File: src/rtl/s2mm_irq_pkg.sv
// Constants and types of the stream-to-memory interrupt status block
package s2mm_irq_pkg;
  // ****************************************
  // Register offsets
  // ****************************************
  localparam int          ADDR_W       = 4;
  localparam logic [3:0]  ADDR_STATUS  = 4'h0;
  localparam logic [3:0]  ADDR_CONTROL = 4'h4;
  // ****************************************
  // Field positions
  // ****************************************
  localparam int          RUN_BIT      = 0;
  localparam int          HALT_BIT     = 0;
  localparam int          RSVD_LO_BIT  = 11;
  localparam int          IOC_BIT      = 12;
  localparam int          DLY_BIT      = 13;
  localparam int          ERR_BIT      = 14;
  localparam int          RSVD_HI_BIT  = 15;
  localparam int          THR_LSB      = 16;
  localparam int          DLYT_LSB     = 24;
  // ****************************************
  // Reset values
  // ****************************************
  localparam logic [2:0]  FLAG_RST     = 3'h0;
  localparam logic [2:0]  EN_RST       = 3'h0;
  localparam logic [7:0]  THR_RST      = 8'h01;
  localparam logic [7:0]  DLYT_RST     = 8'h00;
  localparam logic [31:0] RDATA_RST    = 32'h0000_0000;
  // ****************************************
  // Channel run state
  // ****************************************
  typedef enum logic [1:0] {
    ST_HALTED,
    ST_RUNNING,
    ST_STOPPING
  } run_state_type;
endpackage

File: src/rtl/s2mm_irq_status.sv
// Stream-to-memory channel interrupt status, control bits and irq output
// Notes on behaviour
// [RQ1] Bits 11 and 15 ignore writes, read zero
// [RQ2] Chain mode: end-of-frame descriptor sets completion
// [RQ3] Direct mode: finished transfer sets completion
// [RQ4] Completion irq needs enable, and threshold reached in chain mode
// [RQ5] Flags 12-14 reset low, sticky, write-one clears
// [RQ6] Delay expiry sets delay flag, chain mode only
// [RQ7] Delay flag with enable raises irq
// [RQ8] Detected error sets error flag
// [RQ9] Error flag with enable raises irq
// [RQ10] Bits 23:16 show live coalescing countdown
// [RQ11] Before start, count equals threshold; reset 01h
// [RQ12] Bits 31:24 show delay timer, reset 00h
// [RQ13] Error clears run, drains, then sets halted
// [RQ14] Irq is OR of flags gated by enables
//
// Our own choices: the address-and-strobe port and the placing of the registers.
`timescale 1ns/10ps
module s2mm_irq_status
  import s2mm_irq_pkg::*;
(
  // Clock and reset
  input  wire logic                        ref_clk_i,
  input  wire logic                        sys_rst_i,
  // Register port
  input  wire logic [s2mm_irq_pkg::ADDR_W-1:0] addr_i,
  input  wire logic [31:0]                 wdata_i,
  input  wire logic                        wr_i,
  input  wire logic                        rd_i,
  output logic      [31:0]                 rdata_o,
  // Engine events
  input  wire logic                        sg_mode_i,
  input  wire logic                        eof_desc_done_i,
  input  wire logic                        xfer_done_i,
  input  wire logic                        packet_done_i,
  input  wire logic                        delay_expired_i,
  input  wire logic                        error_det_i,
  input  wire logic                        engine_idle_i,
  input  wire logic [7:0]                  delay_timer_i,
  // Channel control and interrupt
  output logic                             run_stop_o,
  output logic                             halted_o,
  output logic                             irq_o
);
  import s2mm_irq_pkg::*;

  // ****************************************
  // State
  // ****************************************
  typedef struct packed {
    run_state_type st;
    logic [2:0]    flag;
    logic [2:0]    en;
    logic [7:0]    thr;
    logic [7:0]    cnt;
    logic          started;
    logic          met;
    logic [31:0]   rdata;
  } state_type;

  state_type state_r;
  state_type state_nxt;

  logic        wr_stat;
  logic        wr_ctrl;
  logic [2:0]  set_ev;
  logic [2:0]  clr_ev;
  logic [31:0] stat_word;
  logic [31:0] ctrl_word;
  logic        ioc_gate;

  assign wr_stat = wr_i && (addr_i == ADDR_STATUS);
  assign wr_ctrl = wr_i && (addr_i == ADDR_CONTROL);

  // ****************************************
  // Events and readback
  // ****************************************
  always_comb begin
    set_ev[0] = sg_mode_i ? eof_desc_done_i : xfer_done_i;  // RQ2 RQ3
    set_ev[1] = sg_mode_i && delay_expired_i;              // RQ6
    set_ev[2] = error_det_i;                               // RQ8
    clr_ev    = wr_stat ? wdata_i[ERR_BIT:IOC_BIT] : 3'h0;  // RQ5
    // Direct mode has no coalescing, so completion is never held back
    ioc_gate  = state_r.met || !sg_mode_i;                 // RQ4
    stat_word = 32'h0000_0000;                             // RQ1
    stat_word[HALT_BIT] = (state_r.st == ST_HALTED);
    stat_word[IOC_BIT]  = state_r.flag[0];
    stat_word[DLY_BIT]  = state_r.flag[1] && sg_mode_i;
    stat_word[ERR_BIT]  = state_r.flag[2];
    if (sg_mode_i) begin
      stat_word[THR_LSB+:8]  = state_r.cnt;                // RQ10
      stat_word[DLYT_LSB+:8] = delay_timer_i;              // RQ12
    end
    ctrl_word = 32'h0000_0000;
    ctrl_word[RUN_BIT] = (state_r.st == ST_RUNNING);
    ctrl_word[ERR_BIT:IOC_BIT] = state_r.en;
    ctrl_word[THR_LSB+:8] = state_r.thr;
  end

  // ****************************************
  // Next state
  // ****************************************
  always_comb begin
    state_nxt = state_r;
    // Set wins over a same-cycle clear
    state_nxt.flag = (state_r.flag & ~clr_ev) | set_ev;    // RQ5
    if (clr_ev[0] && !set_ev[0]) begin
      state_nxt.met = 1'b0;
    end
    // Run control
    case (state_r.st)
      ST_HALTED: begin
        if (wr_ctrl && wdata_i[RUN_BIT] && !error_det_i) begin
          state_nxt.st = ST_RUNNING;
        end
      end
      ST_RUNNING: begin
        if (error_det_i || (wr_ctrl && !wdata_i[RUN_BIT])) begin
          state_nxt.st = ST_STOPPING;                      // RQ13
        end
      end
      ST_STOPPING: begin
        if (engine_idle_i) begin
          state_nxt.st = ST_HALTED;                        // RQ13
        end
      end
      default: begin
        state_nxt.st = ST_HALTED;
      end
    endcase
    if (wr_ctrl) begin
      state_nxt.en  = wdata_i[ERR_BIT:IOC_BIT];
      state_nxt.thr = wdata_i[THR_LSB+:8];
    end
    // Coalescing countdown
    if (state_nxt.st == ST_RUNNING) begin
      state_nxt.started = 1'b1;
    end
    if (!state_r.started) begin
      state_nxt.cnt = state_nxt.thr;                       // RQ11
    end
    if (sg_mode_i && packet_done_i) begin
      state_nxt.started = 1'b1;
      if (state_r.cnt <= 8'h01) begin
        state_nxt.cnt = state_nxt.thr;
        state_nxt.met = 1'b1;                              // RQ4
      end else begin
        state_nxt.cnt = state_r.cnt - 8'h01;               // RQ10
      end
    end else if (wr_ctrl) begin
      // A new threshold restarts the countdown
      state_nxt.cnt = wdata_i[THR_LSB+:8];
    end
    // Read data stand for one cycle only
    state_nxt.rdata = 32'h0000_0000;
    if (rd_i) begin
      if (addr_i == ADDR_STATUS) begin
        state_nxt.rdata = stat_word;
      end else if (addr_i == ADDR_CONTROL) begin
        state_nxt.rdata = ctrl_word;
      end
    end
  end

  always_ff @(posedge ref_clk_i) begin
    if (sys_rst_i) begin
      state_r.st      <= ST_HALTED;
      state_r.flag    <= FLAG_RST;
      state_r.en      <= EN_RST;
      state_r.thr     <= THR_RST;
      state_r.cnt     <= THR_RST;
      state_r.started <= 1'b0;
      state_r.met     <= 1'b0;
      state_r.rdata   <= RDATA_RST;
    end else begin
      state_r <= state_nxt;
    end
  end

  // ****************************************
  // Outputs
  // ****************************************
  assign rdata_o    = state_r.rdata;
  assign run_stop_o = (state_r.st == ST_RUNNING);
  assign halted_o   = (state_r.st == ST_HALTED);
  assign irq_o      = (state_r.flag[0] && state_r.en[0] && ioc_gate)  // RQ4 RQ14
                   || (state_r.flag[1] && state_r.en[1] && sg_mode_i)  // RQ7
                   || (state_r.flag[2] && state_r.en[2]);              // RQ9
endmodule

File: config.mk
export PLATFORM = sky130hd
export DESIGN_NAME = s2mm_irq_status
export DESIGN_NICKNAME = d
export VERILOG_FILES = /design/src/rtl/s2mm_irq_pkg.sv /design/src/rtl/s2mm_irq_status.sv
export SDC_FILE = /design/constraint.sdc
export NUM_CORES = 1
export LEC_CHECK = 0
export BUFFER_PORTS_ARGS = -buffer_cell sky130_fd_sc_hd__buf_2
export CAP_MARGIN = 20
export CORE_MARGIN = 2
export CORE_UTILIZATION = 35
export DETAILED_ROUTE_END_ITERATION = 8
export SLEW_MARGIN = 40
export SYNTH_ARGS = -nofsm -noshare
export SYNTH_HDL_FRONTEND = slang
export SYNTH_SLANG_ARGS = --single-unit
File: constraint.sdc
create_clock -name ref_clk_i -period 5.8 [get_ports ref_clk_i]
set_clock_uncertainty 0.05 [all_clocks]
set_input_delay 0.58 -clock ref_clk_i [delete_from_list [all_inputs] [get_ports ref_clk_i]]
set_output_delay 0.58 -clock ref_clk_i [all_outputs]
set_load 0.005 [all_outputs]
==> key figures <==
Cells and area
  • Share of post-route cells with drive strength above 1: 27.7%
  • Final core utilization: 40.4%
  • Final-layout fill cell count: 646
  • Final net count: 335
  • P&R area growth vs syn: 10.3%
  • Multi-input logic area: 0.00100 mm2
  • Reg area: 921 um2
  • Final Instance Area: 0.00242 mm2
  • # diodes: 0

Clock tree
  • CTS max path bufs: 2
  • Root Buffer: clkbuf_8
  • CTS buffer count: 5
  • Hold Buf Count CTS: 0
  • Clock Latency Late Sink: 290 ps
  • CTS tree: yes
  • H-tree depth: 2
  • CTS sink count: 46
  • Post-CTS Resized: 0
  • Reg clk slew, reported paths: 80 ps
  • Post-CTS Setup Repair Bufs: 0

Detailed routing
  • DR iter-0 viols: 146
  • Drt first pass iters: 7
  • Routed WL per cell: 14.1 um
  • Vias per std cell: 5.13
  • DRC viols: 0
  • Vias: 1,812
  • Post-Route WL: 4990 um
  • ANT nets after route: 0

Worst setup path
  • CP top delay family: simple AND/OR/NAND/NOR gates
  • Crit path kind: in2reg
  • Crit path cell chain: buf_2, nor4_1, nand2_1, nor2_1, a22o_1
  • CP Capture Type: register
  • Setup crit end: rdata_o[19]
  • Crit path DAT: 2330 ps
  • CP required: 5970 ps
  • RR Endpoint: state_r[40]
  • R2R Setup Slk: 3660 ps
  • Reg2Reg Depth: 6
  • CP max-delay cell: nor2_1
  • Bufs and invs on worst path: 1
  • Crit path max fanout: 33
  • Levels on crit path: 5
  • Worst Setup SP: sys_rst_i
  • Setup crit start kind: input pin
  • Worst reg2reg startpoint: state_r[34]
  • Largest stage delay, worst path: 640 ps

STA
  • RSZ-0062 raised after global routing: false
  • Slew margin rel.: 50.4%
  • Actual slew at the worst max-slew pin: 742 ps
  • Final worst path period share: 37.2%
  • Final Slew Violations: 0
  • Fmax: 464 MHz
  • Setup violations, final: 0
  • Final hold vios: 0
  • Setup TNS: 0 ps
  • Final critical-path required period: 2160 ps

Run
  • Maxcap violations: 0

Synthesis
  • Synth area leader: dfxtp_1
  • Syn Area/Cell: 9.03 um2
  • Ys async rst share: 0%
  • Most common cell in the netlist: dfxtp_1
  • Post-synth top cells: 46 x dfxtp_1, 33 x buf_4, 19 x a21oi_1
  • Post-Synthesis Cells: 243
  • Synth cell types: 53
  • Ys Warns: 0
  • Yosys reg bits: 46
  • Post-synth EDFFs: 0
  • Primary FF master, synth: dfxtp_1
  • Synth top area cells: dfxtp_1 42%, buf_4 11%, a21oi_1 4.3%
  • Seq/Total Area, Yosys: 42.0%
  • Top cell type's share of synthesized area: 42.0%
  • Post-Syn Area: 0.00219 mm2

Die
  • Die Span X: 83.2 um
  • Top Ports: 90
  • Die height: 83.2 um
  • Starting density of the core: 36.6%
  • Core Box Area: 0.00599 mm2
  • Num rows: 28
  • Die ar.: 0.00692 mm2

Min path
  • Min-Delay Startpoint: ctrl_word[22]
  • Worst Hold Class: reg2reg

Power
  • Switching share of power: 27.8%
  • Peak VDD IR: 0.167 mV
  • Internal power: 448 uW
  • PD cells: 257 mW/mm2
  • Clk pwr share: 29.9%
  • Leak: 0.00107 uW
  • Sequential share of power: 54.4%
  • Total net switching power: 173 uW
  • Comb power frac: 15.7%

Placed design
  • DP Area: 0.00234 mm2
  • GP Congestion: 0.834
  • Post-DP HPWL: 3530 um
  • Port buffer count: 57

Global routing
  • GRT met3 Usage: 3.28%
  • Busiest grt layer: met2
  • Met2 Usage GRT: 24.9%
  • Largest net degree at the start of global routing: 34
  • Global-route met1 utilization: 19.0%
  • First-pass GRT wire length: 8420 um
  • Vias in the first global route: 1,798
  • Tot GR Track Use: 14.8%
  • GR Overflow Total: 0
  • Initial antenna violation count: 0

Status
  • Status: completed
final cells by class:
cell class                      instances  area share (%)
Tap cell                               75            3.88
Multi-Input combinational cell        159            41.5
Clock buffer                            5            2.84
Sequential cell                        46            38.1
Inverter                                8            1.24
Clock inverter                          2           0.414
Timing Repair Buffer                   58            12.1
worst min path at each step:
stage	endpoint	cells past startpoint
finish	rdata_o[22]	1
CTS	rdata_o[22]	1
global placement	rdata_o[20]	1
global route	rdata_o[29]	2
detailed placement	rdata_o[22]	1
floorplan	rdata_o[18]	1
registers in the layout, summed over array words and instances (netlist names):
| name | flops |
|---|---|
| rdata_o | 20 |
| state_r | 13 |
| ctrl_word | 11 |
| stat_word | 2 |
per-stage QoR:
step,total power (uW),setup WS (ps),instances,hold slack [ps]
2_1_floorplan,417,3740,254,386
3_3_place_gp,440,3030,346,396
3_5_place_dp,443,3290,346,400
4_1_cts,628,3590,353,419
5_1_grt,658,3410,353,430
6_report,621,3640,353,417
per-layer routing:
layer | vias up | share of wire, %
li1 | 892 | -
met2 | 53 | 47
met4 | 0 | 1.1
met3 | 5 | 5.9
met5 | - | 0
met1 | 862 | 46
power by group through the flow:
stage,sequential (uW),clock (uW),combinational (uW)
after floorplan,342,0,74.8
after global placement,345,0,95.6
after detailed placement,345,0,97.5
after CTS,338,192,98.0
after global routing,340,206,112
final,338,186,97.8
worst register-to-register path: stages (launching register included):
cell     delay (ps)
dfxtp_1         420
inv_1            70
ha_1            230
or2_2           310
a31oi_2         450
nor2_1          160
a221o_1         340
layout by cell type (no fill, tap or decap), types with 4 or more instances in the layout:
| master | n |
|---|---|
| o21ai_0 | 8 |
| and3_1 | 4 |
| nor2_1 | 16 |
| nand2_1 | 10 |
| nand3_1 | 14 |
| clkbuf_8 | 5 |
| nor2b_1 | 4 |
| inv_1 | 8 |
| and2_1 | 10 |
| conb_1 | 12 |
| dfxtp_1 | 46 |
| a22o_1 | 8 |
| a21oi_1 | 19 |
| buf_2 | 57 |
| nor4_1 | 5 |
cells by family after synthesis:
| logic type | share of synthesized area [%] |
|---|---|
| adder cells (fa/ha/maj) | 1.14 |
| multiplexers | 1.88 |
| AND/OR/NAND/NOR | 19.5 |
| AO/OA/AOI/OAI | 20.5 |
| buffers and inverters | 14.4 |
| XOR/XNOR | 0.399 |
| flip-flops | 42.0 |
| other | 0.171 |
No activity file was read; power rests on OpenSTA's default activity.
